$ cat src/logic/grb_pkg.sv
// Package for the gripper command and status register bank.
// Assumes one 40 MHz clock; byte-wide shared memory of 16 command and 16 status bytes.
package grb_pkg;
    // Byte addresses, numbered from zero, least significant byte lowest
    localparam logic [3:0] ADDR_ACTION   = 4'h0;
    localparam logic [3:0] ADDR_FAULT    = 4'h2;
    localparam logic [3:0] ADDR_POSITION = 4'h3;
    localparam logic [3:0] ADDR_SPEED    = 4'h4;
    localparam logic [3:0] ADDR_FORCE    = 4'h5;
    // Action request / gripper status bit positions
    localparam int BIT_ACTIVATE  = 0;
    localparam int BIT_GOTO      = 3;
    localparam int BIT_RELEASE   = 4;
    localparam int BIT_REL_DIR   = 5;
    localparam int POS_MOTION_LO = 4;
    localparam int POS_OBJECT_LO = 6;
    // Writable-bit mask of the action request byte
    localparam logic [7:0] ACTION_MASK = 8'h39;
    // Reset values
    localparam logic [7:0] RST_BYTE = 8'h00;
    // Motion status codes
    localparam logic [1:0] MOT_RESET  = 2'h0;
    localparam logic [1:0] MOT_ACTIVE = 2'h1;
    localparam logic [1:0] MOT_DONE   = 2'h3;
    // Object status codes
    localparam logic [1:0] OBJ_MOVING  = 2'h0;
    localparam logic [1:0] OBJ_OPENING = 2'h1;
    localparam logic [1:0] OBJ_CLOSING = 2'h2;
    localparam logic [1:0] OBJ_AT_POS  = 2'h3;
    // Fault codes
    localparam logic [3:0] FLT_NONE     = 4'h0;
    localparam logic [3:0] FLT_NOT_ACT  = 4'h7;
    localparam logic [3:0] FLT_REL_BUSY = 4'hB;
    localparam logic [3:0] FLT_REL_DONE = 4'hF;
    // Speed: 13 mm/s floor, 100 mm/s ceiling
    localparam int SPEED_MIN_MMS = 13;
    localparam int SPEED_MAX_MMS = 100;
    // Clock and step timing
    localparam int CLK_HZ       = 40_000_000;
    localparam int STEP_TIME_US = 1000;
    localparam int STEP_CYCLES  = CLK_HZ / 1_000_000 * STEP_TIME_US;
    // Controller states
    typedef enum logic [4:0] {
        ST_IDLE    = 5'b00001,
        ST_CALIB   = 5'b00010,
        ST_READY   = 5'b00100,
        ST_RELEASE = 5'b01000,
        ST_LOCKED  = 5'b10000
    } grb_state_t;
endpackage

$ cat src/logic/grb_bank.sv
// Contract
// Command and status bytes are numbered from zero, first register at byte zero.
// Multi-byte values are little-endian, least significant byte at lowest address.
// Shared memory split into writable command area and readable status area.
// Clearing activation resets the gripper and clears fault status.
// Controller sets activation first and keeps it set afterwards.
// Rising activation starts calibration motion against the mechanical stops.
// Go-to set drives fingers toward target with speed and force; clear stops.
// No motion except activation, auto-release, or go-to set.
// Auto-release moves slowly until all axes reach their mechanical limit.
// After auto-release finishes, signal fault and refuse motion until reactivated.
// Auto-release overrides every command bit except activation.
// Release direction: 0 closes, else opens; sampled when auto-release starts.
// Position byte 0x00 fully open, 0xFF fully closed.
// Writing the position byte stores target only, no motion.
// Speed byte applied live, 0x00 minimum to 0xFF at 100 mm/s; no motion.
// Speed zero still gives minimum speed of about 13 mm/s.
// Force byte sets maximum motor current during motion.
// Current over force limit in motion stops fingers, reports object.
// Controller writes zero to reserved command bytes 6 to 15.
// Status echoes the received position request.
// Status reports actual finger position from encoders.
// Status byte 0 echoes activation in bit 0 and go-to in bit 3.
// Motion status 0 in reset/release, 1 activating, 3 activated.
// Fault 0x07 on action without activation, 0x0F after auto-release.
// Object status 1 contact opening, 2 contact closing, 3 at target.
// Reserved command bits ignored; reserved status bits read zero.
//
// Gripper command/status register bank with a small motion sequencer.
// Assumes byte-wide synchronous host access; encoder position and motor current come in from outside.
`timescale 1ns/1ps
module grb_bank #(
    parameter int DEPTH      = 16,
    parameter int STEP_CYCLE = grb_pkg::STEP_CYCLES
) (
    // Clock and reset
    input  wire logic       sys_clk,
    input  wire logic       rst_n,
    // Command area write port
    input  wire logic       cmd_wr,
    input  wire logic [3:0] cmd_addr,
    input  wire logic [7:0] cmd_wdata,
    // Command area read-back port
    input  wire logic [3:0] cmd_raddr,
    output logic      [7:0] cmd_rdata,
    // Status area read port
    input  wire logic [3:0] sts_addr,
    output logic      [7:0] sts_rdata,
    // Motor side
    input  wire logic [7:0] measured_position,
    input  wire logic [7:0] measured_current,
    input  wire logic       at_limit,
    output logic            motor_en,
    output logic            motor_close,
    output logic      [7:0] motor_speed_mms,
    output logic      [7:0] current_limit
);
    import grb_pkg::*;

    grb_state_t state_ff, nxt_state;
    logic [7:0] action_ff, position_ff, speed_ff, force_ff;
    logic [1:0] object_ff, nxt_object;
    logic [3:0] fault_ff, nxt_fault;
    logic       rel_dir_ff, nxt_rel_dir;
    logic       act_prev_ff;
    logic [31:0] step_cnt_ff;

    // Command field decode
    wire logic wr_action   = cmd_wr && cmd_addr == ADDR_ACTION;
    wire logic activate_cmd     = action_ff[BIT_ACTIVATE];
    wire logic goto_cmd         = action_ff[BIT_GOTO];
    wire logic auto_release_cmd = action_ff[BIT_RELEASE];
    wire logic release_direction = action_ff[BIT_REL_DIR];
    wire logic act_rise    = activate_cmd && !act_prev_ff;
    wire logic step_tick   = step_cnt_ff == 32'(STEP_CYCLE - 1);
    wire logic over_force  = measured_current > current_limit;
    wire logic at_target   = measured_position == position_ff;
    wire logic moving_close = position_ff > measured_position;
    wire logic any_action  = goto_cmd || auto_release_cmd;

    // Command memory copy for read-back; reserved bytes kept for host view
    grb_mem #(.DEPTH(DEPTH)) u_mem (
        .sys_clk (sys_clk),
        .rst_n   (rst_n),
        .wr_en   (cmd_wr),
        .wr_addr (cmd_addr),
        .wr_data (cmd_wdata),
        .rd_addr (cmd_raddr),
        .rd_data (cmd_rdata)
    );

    // Working copies of the command bytes; reserved action bits dropped
    always_ff @(posedge sys_clk) begin
        if (!rst_n) begin
            action_ff   <= RST_BYTE;
            position_ff <= RST_BYTE;
            speed_ff    <= RST_BYTE;
            force_ff    <= RST_BYTE;
            act_prev_ff <= 1'b0;
        end else begin
            act_prev_ff <= activate_cmd;
            if (wr_action) action_ff <= cmd_wdata & ACTION_MASK;
            if (cmd_wr && cmd_addr == ADDR_POSITION) position_ff <= cmd_wdata;
            if (cmd_wr && cmd_addr == ADDR_SPEED) speed_ff <= cmd_wdata;
            if (cmd_wr && cmd_addr == ADDR_FORCE) force_ff <= cmd_wdata;
        end
    end

    // Step timer paces calibration and release progress
    always_ff @(posedge sys_clk) begin
        if (!rst_n || step_tick) begin
            step_cnt_ff <= '0;
        end else begin
            step_cnt_ff <= step_cnt_ff + 32'h00000001;
        end
    end

    // Sequencer: activation overrides all; release overrides go-to
    always_comb begin
        nxt_state   = state_ff;
        nxt_object  = object_ff;
        nxt_fault   = fault_ff;
        nxt_rel_dir = rel_dir_ff;
        if (!activate_cmd) begin
            nxt_state  = ST_IDLE;
            nxt_object = OBJ_MOVING;
            nxt_fault  = any_action ? FLT_NOT_ACT : FLT_NONE;
        end else begin
            unique case (state_ff)
                ST_IDLE: begin
                    if (act_rise) begin
                        nxt_state = ST_CALIB;
                        nxt_fault = FLT_NONE;
                    end
                end
                ST_CALIB: begin
                    if (auto_release_cmd) begin
                        nxt_state   = ST_RELEASE;
                        nxt_rel_dir = release_direction;
                        nxt_fault   = FLT_REL_BUSY;
                    end else if (at_limit && step_tick) begin
                        nxt_state = ST_READY;
                    end
                end
                ST_READY: begin
                    if (auto_release_cmd) begin
                        nxt_state   = ST_RELEASE;
                        nxt_rel_dir = release_direction;
                        nxt_fault   = FLT_REL_BUSY;
                    end else if (!goto_cmd) begin
                        nxt_object = OBJ_MOVING;
                    end else if (object_ff == OBJ_MOVING) begin
                        if (at_target) begin
                            nxt_object = OBJ_AT_POS;
                        end else if (over_force) begin
                            nxt_object = moving_close ? OBJ_CLOSING : OBJ_OPENING;
                        end
                    end
                end
                ST_RELEASE: begin
                    if (at_limit && step_tick) begin
                        nxt_state = ST_LOCKED;
                        nxt_fault = FLT_REL_DONE;
                    end
                end
                ST_LOCKED: begin
                    nxt_fault = FLT_REL_DONE;
                end
            endcase
        end
    end

    always_ff @(posedge sys_clk) begin
        if (!rst_n) begin
            state_ff   <= ST_IDLE;
            object_ff  <= OBJ_MOVING;
            fault_ff   <= FLT_NONE;
            rel_dir_ff <= 1'b0;
        end else begin
            state_ff   <= nxt_state;
            object_ff  <= nxt_object;
            fault_ff   <= nxt_fault;
            rel_dir_ff <= nxt_rel_dir;
        end
    end

    // Motion drive: only calibration, release, or go-to while unsettled
    wire logic goto_move = state_ff == ST_READY && goto_cmd && !auto_release_cmd
                           && object_ff == OBJ_MOVING && !at_target;
    // Routine motion stops on the edge that leaves the routine, so lock and idle never see a stray step
    wire logic routine_move = (state_ff == ST_CALIB || state_ff == ST_RELEASE)
                              && (nxt_state == ST_CALIB || nxt_state == ST_RELEASE);
    wire logic nxt_motor_en = routine_move || (goto_move && !over_force);
    wire logic nxt_motor_close = state_ff == ST_RELEASE ? !rel_dir_ff :
                                 state_ff == ST_CALIB ? 1'b0 : moving_close;
    // Speed floor at 13 mm/s; 8-bit scale keeps the math small
    wire logic [15:0] speed_span = 16'(speed_ff) * 16'(SPEED_MAX_MMS - SPEED_MIN_MMS);
    wire logic [7:0]  speed_live = 8'(SPEED_MIN_MMS) + 8'(speed_span / 16'h00FF);
    wire logic [7:0]  nxt_speed  = state_ff == ST_READY ? speed_live : 8'(SPEED_MIN_MMS);

    always_ff @(posedge sys_clk) begin
        if (!rst_n) begin
            motor_en        <= 1'b0;
            motor_close     <= 1'b0;
            motor_speed_mms <= RST_BYTE;
            current_limit   <= RST_BYTE;
        end else begin
            motor_en        <= nxt_motor_en;
            motor_close     <= nxt_motor_close;
            motor_speed_mms <= nxt_speed;
            current_limit   <= force_ff;
        end
    end

    // Status area composition; unlisted bytes and bits read zero
    wire logic [1:0] motion_state = state_ff == ST_CALIB ? MOT_ACTIVE :
                                    state_ff == ST_READY ? MOT_DONE : MOT_RESET;
    wire logic activation_echo = activate_cmd;
    wire logic goto_echo       = goto_cmd;
    wire logic [7:0] status_byte = {object_ff, motion_state, goto_echo, 2'b00, activation_echo};
    wire logic [7:0] fault_code  = {4'h0, fault_ff};
    wire logic [7:0] target_echo_value = position_ff;
    wire logic [7:0] nxt_sts =
        sts_addr == ADDR_ACTION   ? status_byte :
        sts_addr == ADDR_FAULT    ? fault_code :
        sts_addr == ADDR_POSITION ? target_echo_value :
        sts_addr == ADDR_SPEED    ? measured_position :
        sts_addr == ADDR_FORCE    ? measured_current : RST_BYTE;

    always_ff @(posedge sys_clk) begin
        if (!rst_n) begin
            sts_rdata <= RST_BYTE;
        end else begin
            sts_rdata <= nxt_sts;
        end
    end

    // Checks
    a_deact_clears: assert property (@(posedge sys_clk) disable iff (!rst_n)
        !activate_cmd && !any_action |=> fault_ff == FLT_NONE && state_ff == ST_IDLE)
        else $error("deactivation did not reset");
    a_rise_calib: assert property (@(posedge sys_clk) disable iff (!rst_n)
        act_rise && state_ff == ST_IDLE |=> state_ff == ST_CALIB)
        else $error("no calibration after activation");
    a_no_idle_motion: assert property (@(posedge sys_clk) disable iff (!rst_n)
        state_ff == ST_READY && !goto_cmd |=> !motor_en)
        else $error("motion without go-to");
    a_release_wins: assert property (@(posedge sys_clk) disable iff (!rst_n)
        activate_cmd && auto_release_cmd && (state_ff == ST_READY || state_ff == ST_CALIB)
        |=> state_ff == ST_RELEASE)
        else $error("release did not override");
    a_locked_fault: assert property (@(posedge sys_clk) disable iff (!rst_n)
        state_ff == ST_LOCKED |-> fault_ff == FLT_REL_DONE && !motor_en)
        else $error("locked state without fault");
    a_not_act_fault: assert property (@(posedge sys_clk) disable iff (!rst_n)
        !activate_cmd && goto_cmd |=> fault_ff == FLT_NOT_ACT)
        else $error("missing not-activated fault");
    a_force_stop: assert property (@(posedge sys_clk) disable iff (!rst_n)
        goto_move && over_force |=> !motor_en)
        else $error("over force did not stop");
    a_echo_pos: assert property (@(posedge sys_clk) disable iff (!rst_n)
        sts_addr == ADDR_POSITION ##1 $stable(position_ff) |-> sts_rdata == position_ff)
        else $error("position echo wrong");
    a_speed_floor: assert property (@(posedge sys_clk) disable iff (!rst_n)
        motor_speed_mms >= 8'(SPEED_MIN_MMS) || !$past(rst_n))
        else $error("speed under floor");
    a_status_echo: assert property (@(posedge sys_clk) disable iff (!rst_n)
        sts_addr == ADDR_ACTION && !cmd_wr |=> sts_rdata[BIT_ACTIVATE] == activate_cmd
                                              && sts_rdata[BIT_GOTO] == goto_cmd)
        else $error("command echo wrong");
    a_release_slow: assert property (@(posedge sys_clk) disable iff (!rst_n)
        state_ff == ST_RELEASE |=> motor_speed_mms == 8'(SPEED_MIN_MMS))
        else $error("release not at slow speed");
    c_calib_done: cover property (@(posedge sys_clk) state_ff == ST_CALIB ##1 state_ff == ST_READY);
    c_release: cover property (@(posedge sys_clk) state_ff == ST_RELEASE ##1 state_ff == ST_LOCKED);
    c_object: cover property (@(posedge sys_clk) object_ff == OBJ_CLOSING);
    c_at_pos: cover property (@(posedge sys_clk) object_ff == OBJ_AT_POS);
endmodule

$ cat src/logic/grb_mem.sv
// Small byte memory holding the command area bytes, registered read port.
// Assumes a single synchronous clock and active-low synchronous reset.
`timescale 1ns/1ps
module grb_mem #(
    parameter int DEPTH = 16
) (
    // Clock and reset
    input  wire logic                     sys_clk,
    input  wire logic                     rst_n,
    // Write port
    input  wire logic                     wr_en,
    input  wire logic [$clog2(DEPTH)-1:0] wr_addr,
    input  wire logic [7:0]               wr_data,
    // Read port
    input  wire logic [$clog2(DEPTH)-1:0] rd_addr,
    output logic      [7:0]               rd_data
);
    import grb_pkg::*;
    logic [7:0] mem_ff [DEPTH];

    // Storage cleared on reset so that reads are defined
    genvar g;
    generate
        for (g = 0; g < DEPTH; g++) begin : g_byte
            always_ff @(posedge sys_clk) begin
                if (!rst_n) begin
                    mem_ff[g] <= RST_BYTE;
                end else if (wr_en && wr_addr == g) begin
                    mem_ff[g] <= wr_data;
                end
            end
        end
    endgenerate

    // Read data registered
    always_ff @(posedge sys_clk) begin
        if (!rst_n) begin
            rd_data <= RST_BYTE;
        end else begin
            rd_data <= mem_ff[rd_addr];
        end
    end
endmodule

$ cat config.mk
export PLATFORM = sky130hd
export DESIGN_NAME = grb_bank
export DESIGN_NICKNAME = d
export VERILOG_FILES = /design/src/logic/grb_pkg.sv /design/src/logic/grb_bank.sv /design/src/logic/grb_mem.sv
export SDC_FILE = /design/constraint.sdc
export NUM_CORES = 1
export LEC_CHECK = 0
export BUFFER_PORTS_ARGS = -buffer_cell sky130_fd_sc_hd__buf_4
export CELL_PAD_IN_SITES_DETAIL_PLACEMENT = 1
export CELL_PAD_IN_SITES_GLOBAL_PLACEMENT = 1
export CORE_UTILIZATION = 53
export CTS_CLUSTER_DIAMETER = 30
export CTS_CLUSTER_SIZE = 10
export DETAILED_ROUTE_END_ITERATION = 10
export PLACE_DENSITY = 0.83
export SYNTH_ARGS = -nofsm -noshare
export SYNTH_HDL_FRONTEND = slang
export SYNTH_SLANG_ARGS = --single-unit
$ cat constraint.sdc
create_clock -name sys_clk -period 24.1 [get_ports sys_clk]
set_input_delay 1.205 -clock sys_clk [delete_from_list [all_inputs] [get_ports sys_clk]]
set_output_delay 1.205 -clock sys_clk [all_outputs]
set_load 0.02 [all_outputs]
==> results.toml, run 1 <==
[status]
status = "finished, final reports clean"

[final_layout]
post-route-util_pct = 64.2
final-instance-count-excl-fill = 1760
area_growth_pct = 17.6
antenna_cells = 0
fin_area_um2 = 16300
multi_input_area_um2 = 7460
n_fill_cell = 2668
drive_gt1_share_pct = 17.4
seqCellArea_um2 = 5970
final_nets = 1509

[floorplan]
core_area_um2 = 25400
initial_core_util_pct = 54.6
die_w_um = 164
ios = 74
rows = 58
fp.dieH_um = 164
die_area_um2 = 26800

[timing]
slew_headroom_pct = 15.5
hold_violations = 0
timing.final.crit_period_ns = 10.54
fin_crit_sh_pct = 43.7
setup_viol = 0
tns_ns = 0
fmax_mhz = 94.9
slew_violations = 0
worst_pin_slew_ns = 1.25
rsz0062_at_grt = "no"
fin_skew_ns = 0.0317

[detailed_routing]
routed.top_layer = "met5"
num_vias = 11300
wirelength_um = 44400
avgRoutedWirePerCell_um = 25.2
wl_met3_um = 2650
wl_met1_um = 18500
dr_wl_met2_um = 21700
avgViaCountPerCell = 6.42
drt_iter0_drc = 1092
ant_nets = 0
drt-pass1-iter-count = 5
drc_errors = 0

[logic_synthesis]
yosys_most_used_dff = "edfxtp_1"
synth_edf_count = 128
yosys_warnings = 0
syn_avg_cell_area_um2 = 10.6
synth_fp_nets = 1432
netlist_instances = 1314
async_reset_ff_share_pct = 0
synth_area_um2 = 13900
synth.distinct_cells = 103
synth_seq_area_share_pct = 43.0
ys_ff_latch = 234

[worst_setup_path]
crit_path_end = "motor_speed_mms[6]"
cp-startpoint = "speed_ff[2]"
required_ns = 24.51
rr_worst_depth = 37
crit_top_cell = "ha_1"
worstPathMaxFanout = 10
reg2reg_to = "motor_speed_mms[6]"
start_kind = "register"
arrival_ns = 10.95
slowest_stage = "or4_4"
critPathMaxStageDelay_ns = 0.65
r2r-start = "speed_ff[2]"
cp-end-kind = "register"
reg2reg_setup_slack_ns = 13.56
path_class = "register to register"

[place]
place_hpwl_um = 28800
placed_cells = 1672
place.gp.congestion = 0.873
post_dp_cell_area_um2 = 14600
portBuffers = 73

[clock_network]
ctsResizeCount = 0
clock-sinks = 234
clock_path_buffers = 3
insertion_delay_ns = 0.56
holdBufCountCts = 0
clockRootBuffer = "clkbuf_16"
cts-buffers-inserted = 47
cts_tree = "done"
cts_setup_buffers = 0
cts_max_level = 2
clk_pin_slew_worst_paths_ns = 0.06

[power]
totalPowerFinal_mw = 1.23
ir_worst_vdd_uv = 82.0
p_leak_nw = 6.69
powerDensity_nw_per_um2 = 75.4

[global_routing]
grt_max_degree = 57
first_global_vias = 11900
grt_overflow = 0
grt_pass1_wl_um = 68900
antenna_found_initial = 2
grtUsageTotal_pct = 33.9

[flow_run]
maxCapViolations = 0

[worst_hold_path]
min_path_type = "register to register"
worst min-delay path by stage:
| stage | from | to | depth (start not counted) |
|---|---|---|---|
| 5_1_grt | force_ff[3] | force_ff[3] | 1 |
| 2_1_floorplan | force_ff[0] | force_ff[0] | 1 |
| 4_1_cts | force_ff[5] | force_ff[5] | 1 |
| 3_5_place_dp | force_ff[1] | force_ff[1] | 1 |
| 6_report | force_ff[5] | force_ff[5] | 1 |
| 3_3_place_gp | force_ff[1] | force_ff[1] | 1 |
sequential cells by signal, indices dropped and copies added, names as in the netlist, 8 cells and up:
| name | flops |
|---|---|
| u_mem.rd_data | 8 |
| sts_rdata | 8 |
| force_ff | 8 |
| step_cnt_ff | 32 |
| u_mem.mem_ff | 128 |
| current_limit | 8 |
| motor_speed_mms | 8 |
| position_ff | 8 |
| speed_ff | 8 |
cell families after synthesis:
group / share of synthesized area, %
multiplexers: 7.89
flip-flops: 43.0
buffers and inverters: 3.18
adder cells (fa/ha/maj): 7.80
XOR/XNOR: 2.72
AO/OA/AOI/OAI: 14.4
AND/OR/NAND/NOR: 21.0
Yosys cell counts, types with 13 or more instances:
cell / n / area, µm²
xor2_1: 25 / 219
o21a_1: 13 / 97.6
inv_1: 53 / 199
o21ai_0: 52 / 260
fa_1: 14 / 280
a21oi_1: 39 / 195
clkbuf_1: 35 / 131
nand4_1: 19 / 119
nand2b_1: 13 / 81.3
nand2_1: 65 / 244
dfxtp_1: 106 / 2120
ha_1: 64 / 801
mux4_2: 40 / 901
a21o_1: 40 / 300
nor3_1: 24 / 120
xnor2_1: 18 / 158
edfxtp_1: 128 / 3840
and2_1: 158 / 988
nor2b_1: 14 / 87.6
nand3_1: 44 / 220
nor2_1: 109 / 409
and3_1: 14 / 87.6
critical path: cells and delay by family, from the launching register on:
family | cells | cell delay [ns]
fa+ha+maj | 7 | 2.55
flops | 1 | 0.49
mux | 1 | 0.39
xor+xnor | 1 | 0.16
buf+inv | 2 | 0.11
compound gates | 12 | 3.34
simple gates | 14 | 3.36
cells in the final DEF (no fill, tap or decap), drive strengths merged, types with 20 or more instances in the layout:
| master | n |
|---|---|
| and2 | 160 |
| clkbuf | 54 |
| ha | 64 |
| nor2 | 111 |
| nand2 | 67 |
| buf | 80 |
| a21o | 40 |
| nand3 | 44 |
| inv | 59 |
| nor3 | 25 |
| nand4 | 20 |
| dfxtp | 106 |
| edfxtp | 128 |
| o21ai | 55 |
| xor2 | 25 |
| a21oi | 42 |
| mux4 | 40 |
per-layer routing:
metal / vias up / track usage (%)
met3: 104 / 5.35
met5: - / 0
li1: 5015 / -
met2: 450 / 57.2
met1: 5728 / 43.7
met4: 2 / 13.4
final cells by class:
type | instances | area share (%)
timing repair buffer | 80 | 3.68
tap | 330 | 2.53
clock buffer | 54 | 7.69
inverter | 53 | 1.22
clock inverter | 34 | 2.55
multi-input combinational | 975 | 45.7
sequential | 234 | 36.6
per-stage QoR:
stage	setup slack, ns	hold slack, ns
floorplan	14.83	0.418
global placement	14.19	0.424
detailed placement	13.81	0.431
CTS	13.64	0.470
global route	12.94	0.494
finish	13.56	0.472
power by group:
| part | leakage (nW) | internal [mW] | switching (mW) |
|---|---|---|---|
| clock network | 0.798 | 0.445 | 0.243 |
| registers | 2.08 | 0.438 | 0.00865 |
| logic | 3.81 | 0.0373 | 0.0579 |
| total | 6.69 | 0.920 | 0.310 |
Power figures use the tool's default switching activity.
==> inputs of run 2 (changes only) <==
CORE_UTILIZATION = 45   (was 53)
PLACE_DENSITY = 0.75   (was 0.83)
clock period = 8.7 ns   (was 24.1 ns; I/O delays follow)
==> run 2 against run 1 <==
  * Final cell count grew 9.5%
  * The run now ends with negative setup slack left
  * Setup slack got worse by 14 ns
  * Global-route usage fell by 5.2 points
  * Sequential share of layout area shrank 3.0 points
  * Design area grew 9.5%
  * Total power rose to 2.9 times the previous value
  * Hold slack worse by 0.28 ns
  * Non-clock buffer count increased by 95
  * Clock skew up 0.026 ns
  * Maximum frequency up 20%
  * Critical path depth grew 4
==> results.toml, run 2 (synthesis gave the netlist of run 1 again) <==
[status]
status = "complete, but fails checks"
violations = "negative setup slack"

[clock_network]
cts_tree = "done"
cts-buffers-inserted = 53
clock_path_buffers = 3
clk_pin_slew_worst_paths_ns = 0.04
clock-sinks = 234
holdBufCountCts = 0
clockRootBuffer = "clkbuf_16"
insertion_delay_ns = 0.60
cts_max_level = 2

[worst_setup_path]
start_kind = "register"
crit_path_end = "motor_speed_mms[6]"
cp-end-kind = "register"
path_buf_inv = 7
cp-startpoint = "speed_ff[4]"
arrival_ns = 9.20
cp_num_cells = 41
crit_top_cell = "buf_4"
worstPathMaxFanout = 7
required_ns = 9.12
path_class = "register to register"
crit_family = "compound AO/OA/AOI/OAI gates"
reg2reg_to = "motor_speed_mms[6]"
critPathMaxStageDelay_ns = 0.52
slowest_stage = "fa_1"
reg2reg_setup_slack_ns = -0.08
r2r-start = "speed_ff[4]"
rr_worst_depth = 41

[final_layout]
antenna_cells = 0
top_regs = "u_mem.mem_ff x128, step_cnt_ff x32"
drive_gt1_share_pct = 28.2
top_register = "u_mem.mem_ff"
area_growth_pct = 28.8
final_nets = 1610
post-route-util_pct = 59.6
final_cell_mix = "buf_4 (172), and2_1 (154), edfxtp_1 (128)"
final_common_cell = "buf_4"
largest_register_ff_count = 128
fin_area_um2 = 17900

[floorplan]
rows = 63
initial_core_util_pct = 46.3
die_w_um = 178
die_area_um2 = 31500
fp.dieH_um = 178
ios = 74
core_area_um2 = 30000

[timing]
worst_pin_slew_ns = 1.37
rsz0062_at_grt = "yes"
setup_viol = 1
fmax_mhz = 114
worst_slack_ns = -0.0821
timing.final.crit_period_ns = 8.78
tns_ns = -0.0821
slew_headroom_pct = 7.60
slew_violations = 0
hold_violations = 0
fin_crit_sh_pct = 101
fin_skew_ns = 0.0573
whs_ns = 0.189

[global_routing]
first_global_vias = 12100
antenna_found_initial = 1
grtUsageTotal_pct = 28.7
grt_overflow = 0
grt_max_degree = 57
grt_pass1_wl_um = 69500

[detailed_routing]
ant_nets = 0
num_vias = 11500
drt-pass1-iter-count = 5
avgViaCountPerCell = 5.97
drt_iter0_drc = 778
wirelength_um = 45300
drc_errors = 0
avgRoutedWirePerCell_um = 23.5

[place]
post_dp_cell_area_um2 = 15400
place_ws_ns = -0.243
place_hpwl_um = 30200
place.gp.congestion = 0.894
portBuffers = 73

[flow_run]
maxCapViolations = 0

[power]
p_leak_nw = 7.31
ir_worst_vdd_uv = 165
powerDensity_nw_per_um2 = 198

[worst_hold_path]
min_path_type = "input pin to register"
-- run 2: changes by cell type in the layout (fill, tap and decap cells not counted), sizes merged --
cell      before  now
clkinvlp       6    7
buf           80  175
clkbuf        54   65
clkinv        16   21
bufinv         6    4
inv           59   56
-- run 2: worst reg2reg max path: cells and delay by family (launching register included) --
kind	cells	cell delay, ns
buffers and inverters	7	0.95
multiplexers	1	0.27
AND/OR/NAND/NOR	11	1.72
adder cells (fa/ha/maj)	7	2.16
XOR/XNOR	1	0.18
flip-flops	1	0.42
AO/OA/AOI/OAI	14	2.93
-- run 2: repair_timing --
item	4_1_cts	5_1_grt
pin swaps	22	26
resized for setup	21	55
buffers inserted	12	15
setup endpoints to repair	4	8
-- run 2: worst min-delay path by stage --
stage	depth (start not counted)	slack [ns]	endpoint	start
after floorplan	1	0.42	force_ff[0]	force_ff[0]
after global placement	1	0.42	force_ff[0]	force_ff[0]
after detailed placement	1	0.43	force_ff[0]	force_ff[0]
after CTS	3	0.17	state_ff[4]	at_limit
after global routing	3	0.20	state_ff[4]	at_limit
final	3	0.19	state_ff[4]	at_limit
-- run 2: routing by layer --
layer / global-route usage (%) / vias to the layer above / wire, µm / part of all wire (%)
met1: 37.8 / 5854 / 19000 / 42
li1: - / 5224 / - / -
met5: 0 / - / 18 / 0.040
met3: 4.80 / 89 / 2520 / 5.6
met4: 8.51 / 2 / 1170 / 2.6
met2: 48.4 / 341 / 22600 / 50
-- run 2: area by class of cell --
type	count	area, µm²
Fill cell	3141	12100
Multi-Input combinational cell	975	8020
Sequential cell	234	5990
Clock buffer	65	1440
Timing Repair Buffer	175	1330
Tap cell	390	488
Clock inverter	35	388
Inverter	53	199
-- run 2: where the power goes --
| part | switching, mW | internal, mW | total (mW) |
|---|---|---|---|
| combinational | 0.173 | 0.125 | 0.298 |
| clock | 0.703 | 1.31 | 2.01 |
| sequential | 0.0228 | 1.21 | 1.23 |
| total | 0.899 | 2.65 | 3.55 |
-- run 2: metrics by stage --
step,instances,power [mW]
detailed placement,1801,1.53
global route,1927,3.64
floorplan,1314,1.41
CTS,1913,3.55
global placement,1801,1.51
finish,1927,3.55
